## config.mk

```make
export PLATFORM = sky130hd
export DESIGN_NAME = spi_master_channel
export DESIGN_NICKNAME = d
export VERILOG_FILES = /design/src/logic/spi_chan_pkg.sv /design/src/logic/spi_fifo.sv /design/src/logic/spi_master_channel.sv
export SDC_FILE = /design/constraint.sdc
export NUM_CORES = 1
export LEC_CHECK = 0
export BUFFER_PORTS_ARGS = -buffer_cell sky130_fd_sc_hd__buf_2
export CAP_MARGIN = 40
export CORE_ASPECT_RATIO = 1.25
export CORE_MARGIN = 4
export CORE_UTILIZATION = 25
export DETAILED_ROUTE_END_ITERATION = 8
export SLEW_MARGIN = 25
export SYNTH_ARGS = -nofsm -noshare
export SYNTH_HDL_FRONTEND = slang
export SYNTH_SLANG_ARGS = --single-unit
```

## constraint.sdc

```tcl
create_clock -name i_clk_sys -period 2.9 [get_ports i_clk_sys]
set_clock_uncertainty 0.1 [all_clocks]
set_input_delay 0.29 -clock i_clk_sys [delete_from_list [all_inputs] [get_ports i_clk_sys]]
set_output_delay 0.29 -clock i_clk_sys [all_outputs]
set_load 0.05 [all_outputs]
```

## src/logic/spi_chan_pkg.sv

```systemverilog
// shared constants and carriers for the spi master channel
`default_nettype none
package spi_chan_pkg;
    localparam int          WORD_W        = 16;
    localparam logic [3:0]  FLEN_MIN      = 4'h3;
    localparam logic [3:0]  FLEN_MAX      = 4'hf;
    localparam logic [3:0]  FLEN_DEF      = 4'h8;
    localparam logic        CPOL_DEF      = 1'b0;
    localparam logic        CPHA_DEF      = 1'b0;
    localparam logic        LSB_FIRST_DEF = 1'b0;
    localparam int          CLK_HZ        = 20_000_000;
    localparam int          SCK_MIN_HZ    = 40;
    localparam int          SCK_MAX_HZ    = 4_000_000;
    // half-period counts: fastest rounds up, slowest rounds down
    localparam int HALF_MIN = (CLK_HZ + 2*SCK_MAX_HZ - 1) / (2*SCK_MAX_HZ);
    localparam int HALF_MAX = CLK_HZ / (2*SCK_MIN_HZ);
    localparam int DIV_W    = 18;
    localparam logic [DIV_W-1:0] HALF_DEF = DIV_W'(HALF_MAX);
    localparam int FIFO_DEPTH = 8;

    typedef enum logic [1:0] {
        OP_WRITE,
        OP_READ,
        OP_WRITE_READ
    } op_e;

    typedef struct packed {
        logic             cpol;
        logic             cpha;
        logic             lsb_first;
        logic [3:0]       flen;
        logic [DIV_W-1:0] half;
    } cfg_s;
endpackage : spi_chan_pkg
`default_nettype wire

```

## src/logic/spi_fifo.sv

```systemverilog
// parameterised flip-flop fifo with valid/ready on both sides
`default_nettype none
module spi_fifo #(
    parameter int WIDTH = 16,
    parameter int DEPTH = 8
) (
    input  wire logic             i_clk_sys,
    input  wire logic             i_rst,
    input  wire logic             i_flush,
    input  wire logic [WIDTH-1:0] i_in_data,
    input  wire logic             i_in_valid,
    output logic                  o_in_ready,
    output logic [WIDTH-1:0]      o_out_data,
    output logic                  o_out_valid,
    input  wire logic             i_out_ready
);
    localparam int AW = $clog2(DEPTH);
    logic [WIDTH-1:0] mem_ff [DEPTH];
    logic [AW-1:0]    wr_ff;
    logic [AW-1:0]    rd_ff;
    logic [AW:0]      cnt_ff;
    logic             push;
    logic             pop;

    assign o_in_ready  = (cnt_ff != (AW+1)'(DEPTH));
    assign o_out_valid = (cnt_ff != '0);
    assign o_out_data  = mem_ff[rd_ff];
    assign push = i_in_valid && o_in_ready;
    assign pop  = o_out_valid && i_out_ready;

    always_ff @(posedge i_clk_sys) begin
        if (push) begin
            mem_ff[wr_ff] <= i_in_data;
        end
    end

    always_ff @(posedge i_clk_sys) begin
        if (i_rst || i_flush) begin
            wr_ff  <= '0;
            rd_ff  <= '0;
            cnt_ff <= '0;
        end else begin
            if (push) begin
                wr_ff <= (wr_ff == AW'(DEPTH-1)) ? '0 : wr_ff + 1'b1;
            end
            if (pop) begin
                rd_ff <= (rd_ff == AW'(DEPTH-1)) ? '0 : rd_ff + 1'b1;
            end
            cnt_ff <= cnt_ff + (AW+1)'(push) - (AW+1)'(pop);
        end
    end
endmodule : spi_fifo
`default_nettype wire

```

## src/logic/spi_master_channel.sv

```systemverilog
// spi master channel: configuration, frame engine and receive buffer
// How it works
// (RULE_01) polarity 0 idles the clock low with rising leading edges, 1 idles high with falling leading edges.
// (RULE_02) phase 0 sets data up before the leading edge and samples there; phase 1 changes on leading and samples on trailing.
// (RULE_03) bit order selects msb-first (default) or lsb-first shifting of each frame.
// (RULE_04) frame length field takes 3..15 for 4..16 bit frames and defaults to 8.
// (RULE_05) a read clocks in exactly the requested frame count and reports done only after the last one.
// (RULE_06) a write sends every supplied frame and reports done only after the last bit of the last one.
// (RULE_07) write-read sends and receives together, one received frame per sent frame.
// (RULE_08) each received frame comes back as one 16-bit word, right aligned.
// (RULE_09) the controller gives the frame count with the start of a read.
// (RULE_10) the serial clock half period is programmable for 40 Hz to 4 MHz; the shortest half period of 3 clocks gives about 3.33 MHz.
// (RULE_11) close disables the channel and restores every setting to default.
// (RULE_12) clock edges occur only while frames move; otherwise the clock rests at idle level.
`default_nettype none
module spi_master_channel
    import spi_chan_pkg::*;
#(
    parameter int DEPTH = FIFO_DEPTH
) (
    input  wire logic              i_clk_sys,
    input  wire logic              i_rst,
    input  wire logic              i_close,
    input  wire logic              i_cfg_we,
    input  wire cfg_s              i_cfg,
    input  wire logic              i_start,
    input  wire op_e               i_op,
    input  wire logic [31:0]       i_frame_count,
    input  wire logic [WORD_W-1:0] i_tx_data,
    input  wire logic              i_tx_valid,
    output logic                   o_tx_ready,
    output logic [WORD_W-1:0]      o_rx_data,
    output logic                   o_rx_valid,
    input  wire logic              i_rx_ready,
    output logic                   o_busy,
    output logic                   o_done,
    output logic                   o_cfg_err,
    output logic                   o_sck,
    output logic                   o_mosi,
    input  wire logic              i_miso
);
    typedef enum logic [2:0] {
        ST_IDLE,
        ST_LOAD,
        ST_LEAD,
        ST_TRAIL,
        ST_PUSH
    } st_e;

    st_e              st_ff;
    cfg_s             cfg_ff;
    op_e              op_ff;
    logic [31:0]      left_ff;
    logic [DIV_W-1:0] div_ff;
    logic             tick;

    // link shifters and pin flops
    logic [WORD_W-1:0] txsh_ff;
    logic [WORD_W-1:0] rxsh_ff;
    logic [3:0]       bit_ff;
    logic             sck_ff;
    logic             mosi_ff;
    logic             busy_ff;
    logic             done_ff;
    logic             err_ff;
    logic             tx_ready_ff;

    // miso synchroniser and receive buffer path
    logic [2:0]       miso_sy_ff;
    logic             miso_q_ff;
    logic             sample_bit;
    logic [WORD_W-1:0] rx_word;
    logic             rx_push_ff;
    logic             rx_in_ready;
    logic [WORD_W-1:0] fifo_q;
    logic             fifo_v;

    // decoded operation and configuration check
    logic             uses_tx;
    logic             uses_rx;
    logic             cfg_ok;
    logic             out_bit;

    // top bit of the receive shifter and the count of the last frame
    localparam logic [3:0]  TOP_BIT    = 4'(WORD_W - 1);
    localparam logic [31:0] LAST_FRAME = 32'h0000_0001;

    assign uses_tx = (op_ff != OP_READ);
    assign uses_rx = (op_ff != OP_WRITE);
    assign cfg_ok  = (i_cfg.flen >= FLEN_MIN)
                     && (i_cfg.half >= DIV_W'(HALF_MIN))
                     && (i_cfg.half <= DIV_W'(HALF_MAX));

    // miso passes three flops; a level counts once stages two and three agree
    // limitation: the slave must hold miso four clocks past its launch edge
    always_ff @(posedge i_clk_sys) begin
        if (i_rst) begin
            miso_sy_ff <= '0;
            miso_q_ff  <= 1'b0;
        end else begin
            miso_sy_ff <= {miso_sy_ff[1:0], i_miso};
            if (miso_sy_ff[1] == miso_sy_ff[2]) begin
                miso_q_ff <= miso_sy_ff[2];
            end
        end
    end
    assign sample_bit = miso_q_ff;

    // configuration; rejected values leave the old ones in place
    // writes while busy are ignored so a frame never changes shape mid-way
    always_ff @(posedge i_clk_sys) begin
        if (i_rst || i_close) begin
            cfg_ff <= '{cpol: CPOL_DEF, cpha: CPHA_DEF,
                        lsb_first: LSB_FIRST_DEF, flen: FLEN_DEF,
                        half: HALF_DEF}; // RULE_11 RULE_04
            err_ff <= 1'b0;
        end else if (i_cfg_we && st_ff == ST_IDLE) begin
            err_ff <= !cfg_ok;
            if (cfg_ok) begin
                cfg_ff <= i_cfg; // RULE_10
            end
        end
    end

    // half-period divider, runs only during a transfer
    // restarting at each edge keeps both sck levels exactly half clocks long within a frame
    always_ff @(posedge i_clk_sys) begin
        if (i_rst || st_ff == ST_IDLE || st_ff == ST_LOAD
            || st_ff == ST_PUSH || tick) begin
            div_ff <= '0;
        end else begin
            div_ff <= div_ff + 1'b1;
        end
    end
    assign tick = (st_ff == ST_LEAD || st_ff == ST_TRAIL)
                  && (div_ff == cfg_ff.half - 1'b1); // RULE_10

    // bit presented on mosi for the current shift position
    assign out_bit = cfg_ff.lsb_first ? txsh_ff[0] : txsh_ff[cfg_ff.flen]; // RULE_03

    // receive word right aligned; lsb-first fills from the top then shifts down
    always_comb begin
        rx_word = rxsh_ff;
        if (cfg_ff.lsb_first) begin
            rx_word = rxsh_ff >> (TOP_BIT - cfg_ff.flen); // RULE_08
        end
    end

    // frame engine
    // close lands here too, so a frame cut short simply stops mid-way
    always_ff @(posedge i_clk_sys) begin
        if (i_rst || i_close) begin
            st_ff       <= ST_IDLE;
            op_ff       <= OP_WRITE;
            left_ff     <= '0;
            txsh_ff     <= '0;
            rxsh_ff     <= '0;
            bit_ff      <= '0;
            sck_ff      <= CPOL_DEF;
            mosi_ff     <= 1'b0;
            busy_ff     <= 1'b0;
            done_ff     <= 1'b0;
            tx_ready_ff <= 1'b0;
            rx_push_ff  <= 1'b0;
        end else begin
            done_ff     <= 1'b0;
            tx_ready_ff <= 1'b0;
            rx_push_ff  <= 1'b0;
            unique case (st_ff)
                ST_IDLE: begin
                    // a zero count finishes at once; the caller never waits
                    sck_ff <= cfg_ff.cpol; // RULE_12 RULE_01
                    if (i_start && i_frame_count != '0) begin
                        op_ff   <= i_op;
                        left_ff <= i_frame_count; // RULE_09 RULE_05
                        busy_ff <= 1'b1;
                        st_ff   <= ST_LOAD;
                    end else if (i_start) begin
                        done_ff <= 1'b1;
                    end
                end
                ST_LOAD: begin
                    // wait for a word to send; reads shift out zeros
                    if (!uses_tx || i_tx_valid) begin
                        txsh_ff     <= uses_tx ? i_tx_data : '0;
                        tx_ready_ff <= uses_tx; // RULE_06
                        rxsh_ff     <= '0;
                        bit_ff      <= cfg_ff.flen;
                        if (!cfg_ff.cpha) begin
                            mosi_ff <= cfg_ff.lsb_first ? i_tx_data[0]
                                       : i_tx_data[cfg_ff.flen]; // RULE_02
                            if (!uses_tx) begin
                                mosi_ff <= 1'b0;
                            end
                        end
                        st_ff <= ST_LEAD;
                    end
                end
                ST_LEAD: begin
                    // leading edge: launch for phase 1, sample for phase 0
                    if (tick) begin
                        sck_ff <= !cfg_ff.cpol; // RULE_01
                        if (cfg_ff.cpha) begin
                            mosi_ff <= out_bit; // RULE_02
                        end else begin
                            rxsh_ff <= cfg_ff.lsb_first
                                ? {sample_bit, rxsh_ff[WORD_W-1:1]}
                                : {rxsh_ff[WORD_W-2:0], sample_bit}; // RULE_07
                        end
                        st_ff <= ST_TRAIL;
                    end
                end
                ST_TRAIL: begin
                    // trailing edge: sample for phase 1, launch for phase 0
                    if (tick) begin
                        sck_ff  <= cfg_ff.cpol;
                        txsh_ff <= cfg_ff.lsb_first ? txsh_ff >> 1
                                   : txsh_ff << 1; // RULE_03
                        if (cfg_ff.cpha) begin
                            rxsh_ff <= cfg_ff.lsb_first
                                ? {sample_bit, rxsh_ff[WORD_W-1:1]}
                                : {rxsh_ff[WORD_W-2:0], sample_bit}; // RULE_02
                        end else begin
                            mosi_ff <= cfg_ff.lsb_first ? txsh_ff[1]
                                       : txsh_ff[cfg_ff.flen - 1'b1];
                        end
                        if (bit_ff == '0) begin
                            st_ff <= ST_PUSH;
                        end else begin
                            bit_ff <= bit_ff - 1'b1;
                            st_ff  <= ST_LEAD;
                        end
                    end
                end
                ST_PUSH: begin
                    // a full receive buffer holds the engine with sck idle
                    // the count only drops once the word has a place to go
                    if (!uses_rx || rx_in_ready) begin
                        rx_push_ff <= uses_rx; // RULE_05 RULE_07
                        left_ff    <= left_ff - 1'b1;
                        if (left_ff == LAST_FRAME) begin
                            busy_ff <= 1'b0;
                            done_ff <= 1'b1; // RULE_05 RULE_06
                            st_ff   <= ST_IDLE;
                        end else begin
                            st_ff <= ST_LOAD;
                        end
                    end
                end
                default: begin
                    st_ff <= ST_IDLE;
                end
            endcase
        end
    end

    // hold the pushed word stable for the buffer input
    logic [WORD_W-1:0] rx_hold_ff;
    always_ff @(posedge i_clk_sys) begin
        if (i_rst) begin
            rx_hold_ff <= '0;
        end else if (st_ff == ST_PUSH) begin
            rx_hold_ff <= rx_word; // RULE_08
        end
    end

    // receive side only; the send side is paced by the tx handshake
    spi_fifo #(
        .WIDTH (WORD_W),
        .DEPTH (DEPTH)
    ) u_rx_fifo (
        .i_clk_sys   (i_clk_sys),
        .i_rst       (i_rst),
        .i_flush     (i_close),
        .i_in_data   (rx_hold_ff),
        .i_in_valid  (rx_push_ff),
        .o_in_ready  (rx_in_ready),
        .o_out_data  (fifo_q),
        .o_out_valid (fifo_v),
        .i_out_ready (i_rx_ready && !o_rx_valid)
    );

    // registered output stage so the top outputs come from flops
    // valid pulses at most every other cycle: rate traded for a flop output
    always_ff @(posedge i_clk_sys) begin
        if (i_rst || i_close) begin
            o_rx_valid <= 1'b0;
            o_rx_data  <= '0;
        end else if (fifo_v && !o_rx_valid && i_rx_ready) begin
            o_rx_valid <= 1'b1;
            o_rx_data  <= fifo_q;
        end else begin
            o_rx_valid <= 1'b0;
        end
    end

    // status and link pins straight from their flops
    assign o_tx_ready = tx_ready_ff;
    assign o_busy     = busy_ff;
    assign o_done     = done_ff;
    assign o_cfg_err  = err_ff;
    assign o_sck      = sck_ff;
    assign o_mosi     = mosi_ff;
endmodule : spi_master_channel
`default_nettype wire

```

==> results of run 1 <==
## repair_timing
action / CTS / global route
pin swaps: 2 / 14
setup endpoints to repair: 36 / 60
hold endpoints to repair: 37 / 0
setup buffers: 0 / 2
hold buffers: 37 / 0
gates resized for setup: 8 / 17
gates cloned: 0 / 4
## cells by family (layout without fill, tap and decap cells)
family	count (synthesis)	in the layout
xor gates and xnor gates	49	49
other	0	1
DFF	298	298
muxes	147	147
buffers and inverters	120	315
and+or+nand+nor	482	482
adders and majority gates	18	18
AOI/OAI and AO/OA	268	268
## per-layer routing
layer / GRT usage, % / vias up
li1: - / 5457
met4: 4.00 / 0
met2: 20.0 / 251
met1: 15.0 / 5459
met5: 0 / -
met3: 2.16 / 60
## worst max-delay path, delay by kind of cell (launching register included)
family                   cells  cell delay, ps
buffers and inverters        2             210
adder cells (fa/ha/maj)      1             120
AO/OA/AOI/OAI                5            1020
AND/OR/NAND/NOR              4            1140
flip-flops                   1             320
## through the flow
step	utilization, %	hold WS, ps	std cells
global route	31.5	28.2	2328
finish	31.5	32.9	2328
floorplan	-	309	1382
detailed placement	28.4	329	2222
CTS	31.2	0.00461	2322
global placement	28.4	337	2222
## registers in the layout (all words and copies together), names as in the netlist, 2 cells and up
signal            cells
bit_ff                4
cfg_ff               25
div_ff               18
left_ff              32
miso_sy_ff            3
o_rx_data            16
op_ff                 2
rx_hold_ff           16
rxsh_ff              16
st_ff                 3
txsh_ff              16
u_rx_fifo.cnt_ff      4
u_rx_fifo.mem_ff    128
u_rx_fifo.rd_ff       3
u_rx_fifo.wr_ff       3
## final timing paths
kind	startpoint	end	slack, ps	cells past startpoint
max	cfg_ff[1]	bit_ff[0]	-90	12
min	i_frame_count[18]	left_ff[18]	30	5
max reg2reg	cfg_ff[1]	bit_ff[0]	-90	12
min reg2reg	miso_sy_ff[0]	miso_sy_ff[1]	350	1
## power by group through the flow
stage	combinational (mW)	clock, mW	sequential, mW
5_1_grt	1.60	4.94	4.55
4_1_cts	1.44	4.78	4.53
3_5_place_dp	1.39	0	4.62
2_1_floorplan	0.854	0	4.72
3_3_place_gp	1.37	0	4.62
6_report	1.45	4.64	4.53
## Yosys cell counts (4+ instances only)
master	count	share of area, %
sky130_fd_sc_hd__nand4_1	11	0.48
sky130_fd_sc_hd__nand3_1	42	1.5
sky130_fd_sc_hd__buf_1	11	0.29
sky130_fd_sc_hd__dfxtp_1	170	23
sky130_fd_sc_hd__edfxtp_1	128	27
sky130_fd_sc_hd__inv_1	27	0.70
sky130_fd_sc_hd__nor2_1	158	4.1
sky130_fd_sc_hd__or3_1	14	0.60
sky130_fd_sc_hd__o21ai_0	72	2.5
sky130_fd_sc_hd__ha_1	17	1.5
sky130_fd_sc_hd__xnor2_1	23	1.4
sky130_fd_sc_hd__nor3_1	35	1.2
sky130_fd_sc_hd__or4_1	5	0.26
sky130_fd_sc_hd__and3_1	6	0.26
sky130_fd_sc_hd__a22o_1	16	0.97
sky130_fd_sc_hd__o21ai_1	4	0.14
sky130_fd_sc_hd__nor2b_1	9	0.39
sky130_fd_sc_hd__o22ai_1	9	0.39
sky130_fd_sc_hd__a211oi_1	33	1.7
sky130_fd_sc_hd__o211ai_1	10	0.52
sky130_fd_sc_hd__a21o_1	6	0.31
sky130_fd_sc_hd__buf_6	4	0.31
sky130_fd_sc_hd__a311oi_1	11	0.66
sky130_fd_sc_hd__nand2b_1	17	0.73
sky130_fd_sc_hd__clkbuf_1	72	1.9
sky130_fd_sc_hd__mux2i_1	92	6.4
sky130_fd_sc_hd__a22oi_1	10	0.52
sky130_fd_sc_hd__a21oi_1	63	2.2
sky130_fd_sc_hd__mux4_2	47	7.3
sky130_fd_sc_hd__nand2_1	134	3.5
sky130_fd_sc_hd__xor2_1	26	1.6
sky130_fd_sc_hd__nor3b_1	4	0.21
sky130_fd_sc_hd__a31oi_1	7	0.30
sky130_fd_sc_hd__mux2_2	8	0.62
sky130_fd_sc_hd__nor4_1	20	0.86
sky130_fd_sc_hd__o32ai_1	4	0.24
## layout make-up
type / instances / area, sq um
diodes: 1 / 2.50
clock buffers: 48 / 985
clock inverters: 15 / 241
fillers: 5754 / 39200
inverters: 28 / 105
multi-input cells: 964 / 6890
flip-flops and latches: 298 / 7250
well taps: 750 / 938
repair buffers: 224 / 1630
==> Implementation_results.wiki, run 1 <==
{| class="wikitable"
! Metric !! Value
|-
| Post-synthesis share of cell area spent on xor and xnor gates || 2.96%
|-
| Number of global-route vias before repair || 11000
|-
| Number of design rule violations left after detail routing || 0
|-
| Post-detailed-route via-to-cell ratio || 4.82
|-
| Met2 wirelength from detailed routing || 18600 microns
|-
| Type of the setup path with the least slack || reg -> reg
|-
| Leakage component of the power || 6.38 nW
|-
| Cell at the slowest stage of the critical path || sky130_fd_sc_hd__or3b_4
|-
| Cell Chain, Critical Path || inv_2, ha_4, or3b_4, nor4_4, o21ai_2, a211oi_2, nand3_1, or3_4, buf_6, a211o_1, a211o_1, a21oi_1
|-
| Area of placed instances || 16300 sq um
|-
| Number of clock buffers inserted by TritonCTS || 35
|-
| Total power density per cell area || 589 nW/um^2
|-
| Cells after synthesis || 1382
|-
| Placer Congestion || 0.833
|-
| Type of destination of the critical path || register
|-
| TritonCTS clock tree || done
|-
| Time the worst path needs with I/O delays and setup || 2990 ps
|-
| Setup-violating endpoint count in the final report || 51
|-
| Mapped Avg Cell Area || 10.5 sq um
|-
| Register bit count reported by yosys || 298
|-
| Worst slew margin relative to its limit || 52.3%
|-
| Area of the mapped netlist || 14500 sq um
|-
| Maximum number of pins on one net before global-route repair || 76
|-
| Setup WS post-layout || -87.5 ps
|-
| Primary flip-flop cell chosen by synthesis mapping || sky130_fd_sc_hd__dfxtp_1
|-
| Detail Route met3 WL || 1700 microns
|-
| Clock slew at the register clock pins of the worst setup and hold paths || 60 ps
|-
| Worst-path fanout max || 8
|-
| Most common cell after layout, fill and taps aside || sky130_fd_sc_hd__dfxtp_1
|-
| Switching fraction of total power || 25.8%
|-
| Buffers on Ports || 105
|-
| Clock insertion delay at the later pin of the skew report || 550 ps
|-
| Synthesized-area fraction occupied by adder cells || 1.61%
|-
| Row cnt || 98
|-
| Number of antenna violations at the first check in global routing || 1
|-
| Maximum vdd ir drop || 0.349 mV
|-
| Synth Area in Compound Gates || 11.9%
|-
| Area of the die || 61900 sq um
|-
| First-pass GRT wire length || 59900 microns
|-
| Antenna-violating nets left || 0
|-
| Proportion of synthesized area in mux cells || 14.3%
|-
| Final hold viol count || 0
|-
| Power Total || 10.6 mW
|-
| Placement-stage worst setup slack || -130 ps
|-
| Starting Density || 25.3%
|-
| Clock network fraction of total power || 43.7%
|-
| Design area || 18000 sq um
|-
| Average wire per cell in the routed design || 16.2 microns
|-
| Total track usage || 11.8%
|-
| Highest clock frequency the design can meet || 0.335 GHz
|-
| Sinks on Clock Net || 298
|-
| Top library cells by usage in the layout, fill and taps aside || sky130_fd_sc_hd__dfxtp_1, sky130_fd_sc_hd__nor2_1, sky130_fd_sc_hd__nand2_1
|-
| Outcome || finished with violations
|-
| Worst EP arrival || 3350 ps
|-
| H-tree lvl count || 2
|-
| Top layer reached by signal wires || met4
|-
| Startpoint class of the critical path || register
|-
| Share of synthesized flip-flops with an asynchronous set or reset || 0%
|-
| Sum of negative setup slack || -2560 ps
|-
| Buffer levels on the longest clock path || 3
|-
| First-pass iteration count of the detailed router || 5
|-
| Final layout net count || 1652
|-
| Horizontal die dimension || 223 microns
|-
| Iteration-0 DRC Markers || 671
|-
| Core region area || 57300 sq um
|-
| Total count of max-transition violations in the final report || 0
|-
| HPWL after detailed placement || 26000 microns
|-
| Dominant combinational cell family by area after synthesis || simple AND/OR/NAND/NOR gates
|-
| Synth Net Count || 1483
|-
| Io pins || 106
|-
| Simple-Gate Fraction of Synth Area || 15.8%
|-
| Area growth, synth to finish || 24.5%
|-
| RSZ-0062 raised after global routing || true
|-
| Share of cells above drive strength 1 || 21.6%
|-
| Overflow left after global routing || 0
|-
| Internal power of the cells || 7.88 mW
|-
| Post-synth cell types || 69
|-
| Total via count after detailed routing || 11200
|-
| Fraction of the cycle the final worst path needs || 103%
|-
| Root Driver || sky130_fd_sc_hd__clkbuf_16
|-
| EDFF count, synth || 128
|-
| Yosys warning total || 0
|-
| Combinational share of power || 13.6%
|-
| Failing checks || negative setup slack
|-
| Slowest stage delay, CP || 460 ps
|-
| Length of routed wiring on met1 || 16400 microns
|-
| Data required time of the worst path || 3270 ps
|-
| Worst hold-check path type || in -> reg
|-
| Transition time at the pin with the least slew margin || 716 ps
|-
| Total Routed Length || 37700 microns
|-
| Switching power || 2.74 mW
|-
| Max-cap viol count || 0
|-
| Die height || 277 microns
|-
| Sequential fraction of design power || 42.6%
|-
| Sequential-to-total area share from yosys stat || 50.0%
|-
| CP dominant cell by count || sky130_fd_sc_hd__a211o_1
|}
No activity file was read; power rests on OpenSTA's default activity.
==> inputs of run 2 (changes only) <==
--- a/config.mk
+++ b/config.mk
@@ -11,6 +11,7 @@
 export CORE_MARGIN = 4
 export CORE_UTILIZATION = 25
 export DETAILED_ROUTE_END_ITERATION = 8
+export REMOVE_ABC_BUFFERS = 1
 export SLEW_MARGIN = 25
 export SYNTH_ARGS = -nofsm -noshare
 export SYNTH_HDL_FRONTEND = slang
==> run 2 against run 1 <==
The run still ends with negative setup slack left. Non-clock buffer count increased by 1. Clock-buffer cell count decreased by 5. Critical path depth up 1. Register-to-register slack hardly changed. Critical path type unchanged.
==> Implementation_results.wiki, run 2 (synthesis results as in run 1) <==
{| class="wikitable"
! Metric !! Value
|-
| Met3 usage || 2.21% (+0.042 points)
|-
| Worst hold-check path type || in -> reg
|-
| Average wire per cell in the routed design || 16.4 microns (+1.2%)
|-
| Overflow left after global routing || 0 (unchanged)
|-
| Hold-critical path endpoint || txsh_ff[7]
|-
| Worst slew margin relative to its limit || 51.5% (-0.79 points)
|-
| Largest Register || u_rx_fifo.mem_ff
|-
| Core region area || 57300 sq um (unchanged)
|-
| Number of clock buffers inserted by TritonCTS || 35 (unchanged)
|-
| Switching power || 2.74 mW (about the same)
|-
| HPWL after detailed placement || 25800 microns (-0.95%)
|-
| Area of the die || 61900 sq um (unchanged)
|-
| Die height || 277 microns (unchanged)
|-
| Power Total || 10.9 mW (+2.5%)
|-
| Horizontal die dimension || 223 microns (unchanged)
|-
| Most used routing layer || met2
|-
| Time the worst path needs with I/O delays and setup || 3000 ps (+12.9 ps)
|-
| Share of cells above drive strength 1 || 22.0% (+0.48 points)
|-
| Failing checks || negative setup slack
|-
| Slack of the worst reg-to-reg path || -100 ps (about the same)
|-
| Sum of negative setup slack || -1630 ps (+929 ps)
|-
| Worst R2R End || rxsh_ff[12]
|-
| First-pass iteration count of the detailed router || 7 (+2)
|-
| Cell count of the worst hold path || 5 (unchanged)
|-
| Area growth, synth to finish || 26.0%
|-
| Total power density per cell area || 597 nW/um^2 (+1.4%)
|-
| Final layout net count || 1654 (+0.12%)
|-
| Switching fraction of total power || 25.2% (-0.62 points)
|-
| Post-detailed-route via-to-cell ratio || 4.83 (+0.14%)
|-
| Root Driver || sky130_fd_sc_hd__clkbuf_16
|-
| H-tree lvl count || 2 (unchanged)
|-
| Clock network fraction of total power || 45.3% (+1.6 points)
|-
| Maximum vdd ir drop || 0.335 mV (-4.0%)
|-
| Sinks on Clock Net || 298 (unchanged)
|-
| Internal power of the cells || 8.15 mW (+3.4%)
|-
| Type of destination of the critical path || register
|-
| Registers with the most flip-flops || u_rx_fifo.mem_ff x128, left_ff x32, cfg_ff x25
|-
| Top library cells by usage in the layout, fill and taps aside || sky130_fd_sc_hd__dfxtp_1, sky130_fd_sc_hd__nor2_1, sky130_fd_sc_hd__nand2_1
|-
| First-pass GRT wire length || 62100 microns (+3.7%)
|-
| Setup-violating endpoint count in the final report || 28 (-45%)
|-
| Clock slew at the register clock pins of the worst setup and hold paths || 60 ps (about the same)
|-
| Sequential fraction of design power || 41.5% (-1.1 points)
|-
| Worst-path fanout max || 8 (unchanged)
|-
| Antenna-violating nets left || 0 (unchanged)
|-
| Min Hold Slack || 33.3 ps (+0.407 ps)
|-
| Number of antenna violations at the first check in global routing || 1 (unchanged)
|-
| Worst Setup SP || cfg_ff[1]
|-
| Maximum number of pins on one net before global-route repair || 76 (unchanged)
|-
| Transition time at the pin with the least slew margin || 720 ps (+4.23 ps)
|-
| Total count of max-transition violations in the final report || 0 (unchanged)
|-
| Final hold viol count || 0 (unchanged)
|-
| Clock insertion delay at the later pin of the skew report || 540 ps (about the same)
|-
| Row cnt || 98 (unchanged)
|-
| Largest register FFs || 128 (unchanged)
|-
| Startpoint class of the critical path || register
|-
| Total Routed Length || 38200 microns (+1.3%)
|-
| Iteration-0 DRC Markers || 608 (-9.4%)
|-
| Setup WS post-layout || -100 ps (-12.9 ps)
|-
| Design area || 18300 sq um (+1.2%)
|-
| Area of placed instances || 16300 sq um (about the same)
|-
| Io pins || 106 (unchanged)
|-
| Most common cell after layout, fill and taps aside || sky130_fd_sc_hd__dfxtp_1
|-
| Leakage component of the power || 6.44 nW (+0.88%)
|-
| Max-cap viol count || 0 (unchanged)
|-
| Outcome || finished with violations
|-
| Global Route met1 Usage || 15.6% (+0.51 points)
|-
| Worst EP arrival || 3330 ps (-20 ps)
|-
| Total via count after detailed routing || 11300 (+0.22%)
|-
| Placement-stage worst setup slack || -422 ps (-292 ps)
|-
| Post-Layout Cell Count || 2330 (+0.086%)
|-
| Buffers on Ports || 105 (unchanged)
|-
| # placed instances || 2214 (-0.36%)
|-
| Total track usage || 12.2% (+0.41 points)
|-
| RSZ-0062 raised after global routing || true
|-
| Number of global-route vias before repair || 11400 (+3.6%)
|-
| Met2 GRT Util || 20.7% (+0.74 points)
|-
| TritonCTS clock tree || done
|-
| Combinational share of power || 13.2% (-0.4 points)
|-
| Number of design rule violations left after detail routing || 0 (unchanged)
|-
| Type of the setup path with the least slack || reg -> reg
|-
| R2R depth || 13 (+1)
|-
| Starting Density || 25.3% (unchanged)
|-
| Data required time of the worst path || 3230 ps (-40 ps)
|-
| Hold_sp || i_tx_data[7]
|-
| Start of the worst register-to-register path || cfg_ff[1]
|-
| Fraction of the cycle the final worst path needs || 103% (+0.45 points)
|-
| Placer Congestion || 0.829 (-0.50%)
|-
| Highest clock frequency the design can meet || 0.333 GHz (-0.43%)
|-
| Final core occ || 31.9% (+0.37 points)
|-
| Buffer levels on the longest clock path || 3 (unchanged)
|}
[run 2: cell count changes in the layout (fill, tap and decap cells not counted), moves of 3 or more]
cell / change
sky130_fd_sc_hd__nor3_2: -3
sky130_fd_sc_hd__bufinv_16: +4
sky130_fd_sc_hd__nor2_2: +8
sky130_fd_sc_hd__clkbuf_8: -3
sky130_fd_sc_hd__buf_4: -6
sky130_fd_sc_hd__buf_12: +5
sky130_fd_sc_hd__nor2_1: -9
[run 2: worst max-delay path, cell delays in order, from the launching register on]
cell                        delay [ps]
sky130_fd_sc_hd__dfxtp_2           320
sky130_fd_sc_hd__inv_2              60
sky130_fd_sc_hd__ha_4              130
sky130_fd_sc_hd__or3b_4            420
sky130_fd_sc_hd__buf_6             160
sky130_fd_sc_hd__nor4_4            230
sky130_fd_sc_hd__xnor2_1           110
sky130_fd_sc_hd__nor3_2            130
sky130_fd_sc_hd__nand3_1            90
sky130_fd_sc_hd__or3_4             400
sky130_fd_sc_hd__a2111oi_4         200
sky130_fd_sc_hd__buf_4             200
sky130_fd_sc_hd__nor2_4             70
sky130_fd_sc_hd__a22o_1            270
[run 2: power groups by stage]
stage | Sequential [mW] | Combinational (mW) | Clock, mW
5_1_grt | 4.54 | 1.58 | 5.24
3_3_place_gp | 4.62 | 1.34 | 0
2_1_floorplan | 4.77 | 0.762 | 0
4_1_cts | 4.53 | 1.44 | 5.07
3_5_place_dp | 4.62 | 1.37 | 0
6_report | 4.52 | 1.43 | 4.93
[run 2: metal layers]
layer	vias to the layer above	part of all wire [%]
li1	5459	-
met1	5463	44
met2	253	49
met3	77	4.0
met4	0	3.2
met5	-	0
[run 2: cell type report]
type / count / area [sq um]
diodes: 1 / 2.50
clock buffers: 43 / 936
clock inverters: 20 / 370
fillers: 5727 / 39000
inverters: 28 / 105
multi-input cells: 965 / 6930
flip-flops and latches: 298 / 7250
well taps: 750 / 938
repair buffers: 225 / 1710
[run 2: what timing repair did]
item | CTS | global route
endpoints found under the setup margin | 60 | 61
endpoints found under the hold margin | 38 | 0
setup buffers | 11 | 1
pin swaps | 38 | 19
gates cloned | 4 | 0
hold buffers | 38 | 0
gates resized for setup | 25 | 19
[run 2: worst max-delay path by stage]
| stage | to | slack (ps) |
|---|---|---|
| finish | rxsh_ff[12] | -100 |
| global route | rxsh_ff[0] | -210 |
| CTS | rxsh_ff[4] | -140 |
| detailed placement | rxsh_ff[4] | -420 |
| global placement | rxsh_ff[2] | -350 |
| floorplan | left_ff[12] | -1910 |
==> inputs of run 3 (changes only) <==
--- a/config.mk
+++ b/config.mk
@@ -11,6 +11,7 @@
 export CORE_MARGIN = 4
 export CORE_UTILIZATION = 25
 export DETAILED_ROUTE_END_ITERATION = 8
+export PLACE_DENSITY = 0.49
 export REMOVE_ABC_BUFFERS = 1
 export SLEW_MARGIN = 25
 export SYNTH_ARGS = -nofsm -noshare
==> constraint.sdc (replaced) <==
create_clock -name i_clk_sys -period 3 [get_ports i_clk_sys]
set_clock_uncertainty 0.1 [all_clocks]
set_input_delay 0.3 -clock i_clk_sys [delete_from_list [all_inputs] [get_ports i_clk_sys]]
set_output_delay 0.3 -clock i_clk_sys [all_outputs]
set_load 0.05 [all_outputs]
==> run 3 against run 2 <==
The flow still finishes with violations (negative setup slack). Critical path depth is 1 higher. First-iteration DRC count is 0.33% higher. Hold slack better by 2.2 ps. Largest power group is now registers. Die area stayed put. Clock power is 14% lower. Routed wire length is 4.6% higher. Global-route usage is 0.36 points higher. Via count is 1.4% lower. Register-to-register slack better by 50 ps. Worst setup slack better by 52 ps. Sequential power is 3% lower. Non-clock buffer count is 8 lower.
==> Implementation_results.wiki, run 3 (synthesis results as in run 1) <==
{| class="wikitable"
! Metric !! Value
|-
| Outcome || finished with violations
|-
| Failing checks || negative setup slack
|-
| Area growth, synth to finish || 23.8%
|-
| Post-detailed-route via-to-cell ratio || 4.78 (-1.1%)
|-
| Antenna-violating nets left || 0 (unchanged)
|-
| R2R depth || 14 (+1)
|-
| Total count of max-transition violations in the final report || 0 (unchanged)
|-
| Final hold viol count || 0 (unchanged)
|-
| Buffers on Ports || 105 (unchanged)
|-
| RSZ-0062 raised after global routing || true
|-
| Iteration-0 DRC Markers || 610 (+0.33%)
|-
| Number of antenna violations at the first check in global routing || 1 (unchanged)
|-
| Total track usage || 12.5% (+0.36 points)
|-
| Transition time at the pin with the least slew margin || 807 ps (+86.7 ps)
|-
| Highest clock frequency the design can meet || 0.328 GHz (-1.6%)
|-
| TritonCTS clock tree || done
|-
| Start of the worst register-to-register path || cfg_ff[1]
|-
| Worst slew margin relative to its limit || 45.7% (-5.8 points)
|-
| Largest register FFs || 128 (unchanged)
|-
| Sequential fraction of design power || 43.8% (+2.3 points)
|-
| Design area || 17900 sq um (-1.7%)
|-
| Largest Register || u_rx_fifo.mem_ff
|-
| Min Hold Slack || 35.5 ps (+2.22 ps)
|-
| Switching fraction of total power || 27.5% (+2.3 points)
|-
| Root Driver || sky130_fd_sc_hd__clkbuf_16
|-
| Sinks on Clock Net || 298 (unchanged)
|-
| Type of the setup path with the least slack || reg -> reg
|-
| Fraction of the cycle the final worst path needs || 102% (-1.8 points)
|-
| Horizontal die dimension || 223 microns (unchanged)
|-
| Starting Density || 25.3% (unchanged)
|-
| Met3 usage || 2.12% (-0.085 points)
|-
| Clock network fraction of total power || 42.2% (-3.1 points)
|-
| Most common cell after layout, fill and taps aside || sky130_fd_sc_hd__dfxtp_1
|-
| Seq. cell area || 7250 sq um (about the same)
|-
| Worst EP arrival || 3390 ps (+60 ps)
|-
| Final core occ || 31.3% (-0.55 points)
|-
| Power Total || 10.0 mW (-8.2%)
|-
| Sum of negative setup slack || -645 ps (+990 ps)
|-
| Global Route met1 Usage || 15.9% (+0.31 points)
|-
| First-pass GRT wire length || 62600 microns (+0.81%)
|-
| Type of destination of the critical path || register
|-
| Post-Layout Cell Count || 2323 (-0.30%)
|-
| Io pins || 106 (unchanged)
|-
| Number of clock buffers inserted by TritonCTS || 35 (unchanged)
|-
| Number of global-route vias before repair || 11200 (-1.3%)
|-
| Area of placed instances || 16300 sq um (+0.25%)
|-
| Switching power || 2.75 mW (+0.22%)
|-
| Data required time of the worst path || 3340 ps (+110 ps)
|-
| Final layout net count || 1646 (-0.48%)
|-
| Cell count of the worst hold path || 5 (unchanged)
|-
| Share of cells above drive strength 1 || 21.4% (-0.60 points)
|-
| Clock insertion delay at the later pin of the skew report || 540 ps (about the same)
|-
| Met2 GRT Util || 21.9% (+1.2 points)
|-
| Total via count after detailed routing || 11100 (-1.4%)
|-
| Setup WS post-layout || -48.6 ps (+51.9 ps)
|-
| Internal power of the cells || 7.25 mW (-11%)
|-
| Total Routed Length || 40000 microns (+4.6%)
|-
| Worst R2R End || rxsh_ff[6]
|-
| Top library cells by usage in the layout, fill and taps aside || sky130_fd_sc_hd__dfxtp_1, sky130_fd_sc_hd__nor2_1, sky130_fd_sc_hd__nand2_1
|-
| Area occupied by multi-input gates || 6890 sq um (-0.70%)
|-
| Buffer levels on the longest clock path || 3 (unchanged)
|-
| Time the worst path needs with I/O delays and setup || 3050 ps (+48.1 ps)
|-
| H-tree lvl count || 2 (unchanged)
|-
| Hold-critical path endpoint || txsh_ff[13]
|-
| Area of the die || 61900 sq um (unchanged)
|-
| Worst-path fanout max || 8 (unchanged)
|-
| Slack of the worst reg-to-reg path || -50 ps (+50 ps)
|-
| Total power density per cell area || 557 nW/um^2 (-6.6%)
|-
| Worst hold-check path type || in -> reg
|-
| First-pass iteration count of the detailed router || 5 (-2)
|-
| Core region area || 57300 sq um (unchanged)
|-
| HPWL after detailed placement || 26900 microns (+4.6%)
|-
| Most used routing layer || met2
|-
| Number of design rule violations left after detail routing || 0 (unchanged)
|-
| FILL cells || 5877 (+2.6%)
|-
| Max-cap viol count || 0 (unchanged)
|-
| Combinational share of power || 14.0% (+0.8 points)
|-
| Leakage component of the power || 6.32 nW (-1.8%)
|-
| Die height || 277 microns (unchanged)
|-
| Startpoint class of the critical path || register
|-
| Row cnt || 98 (unchanged)
|-
| Clock slew at the register clock pins of the worst setup and hold paths || 60 ps (about the same)
|-
| Overflow left after global routing || 0 (unchanged)
|-
| Registers with the most flip-flops || u_rx_fifo.mem_ff x128, left_ff x32, cfg_ff x25
|-
| Average wire per cell in the routed design || 17.2 microns (+4.9%)
|-
| Maximum number of pins on one net before global-route repair || 82 (+7.9%)
|-
| Maximum vdd ir drop || 0.393 mV (+17%)
|-
| # placed instances || 2217 (+0.14%)
|-
| Hold_sp || i_tx_data[13]
|-
| Placer Congestion || 0.826 (-0.31%)
|-
| Placement-stage worst setup slack || -277 ps (+145 ps)
|-
| Setup-violating endpoint count in the final report || 20 (-29%)
|}
[run 3: layer usage]
metal	wire length [microns]	vias to the layer above	share of wire, %
met3	1590	61	4.0
met4	965	2	2.4
met5	13	-	0.033
met1	17400	5394	44
met2	20000	185	50
li1	-	5453	-
[run 3: cell type report]
cell class                      instances  area share, %
Sequential cell                       298           40.4
Multi-Input combinational cell        965           38.4
Clock buffer                           38           5.00
Tap cell                              750           5.23
Timing Repair Buffer                  217           9.05
Clock inverter                         26           1.28
Antenna cell                            1         0.0140
Inverter                               28          0.586
[run 3: how the worst max path moves through the flow]
stage              start          end  slack, ps  cells past startpoint
2_1_floorplan   st_ff[0]  left_ff[12]      -1810                      7
3_3_place_gp   cfg_ff[0]  rxsh_ff[11]       -260                     13
3_5_place_dp   cfg_ff[0]  rxsh_ff[11]       -280                     13
4_1_cts        cfg_ff[1]  rxsh_ff[12]        -50                     14
5_1_grt        cfg_ff[1]  rxsh_ff[14]       -190                     14
6_report       cfg_ff[1]   rxsh_ff[6]        -50                     14
[run 3: timing repair]
action | in CTS | in global routing
buffers inserted | 2 | 2
gates cloned | 1 | 1
hold buffers | 35 | 0
pin swaps | 28 | 10
resized for setup | 14 | 11
endpoints found under the setup margin | 60 | 61
hold endpoints to repair | 35 | 0
[run 3: power groups by stage]
stage	Clock (mW)	Sequential [mW]	Combinational (mW)
floorplan	0	4.61	0.736
global placement	0	4.46	1.34
detailed placement	0	4.46	1.36
CTS	4.38	4.38	1.41
global route	4.52	4.39	1.55
finish	4.22	4.38	1.40
[run 3: worst max-delay path, stage by stage, from the launching register on]
cell	delay (ps)
sky130_fd_sc_hd__dfxtp_2	320
sky130_fd_sc_hd__inv_2	60
sky130_fd_sc_hd__ha_4	130
sky130_fd_sc_hd__or3b_4	450
sky130_fd_sc_hd__buf_6	150
sky130_fd_sc_hd__xor2_1	110
sky130_fd_sc_hd__nand3_1	100
sky130_fd_sc_hd__a211oi_2	230
sky130_fd_sc_hd__nand3_1	110
sky130_fd_sc_hd__or3_1	340
sky130_fd_sc_hd__buf_6	150
sky130_fd_sc_hd__a2111oi_4	170
sky130_fd_sc_hd__buf_4	200
sky130_fd_sc_hd__nor2_4	80
sky130_fd_sc_hd__a22o_1	250
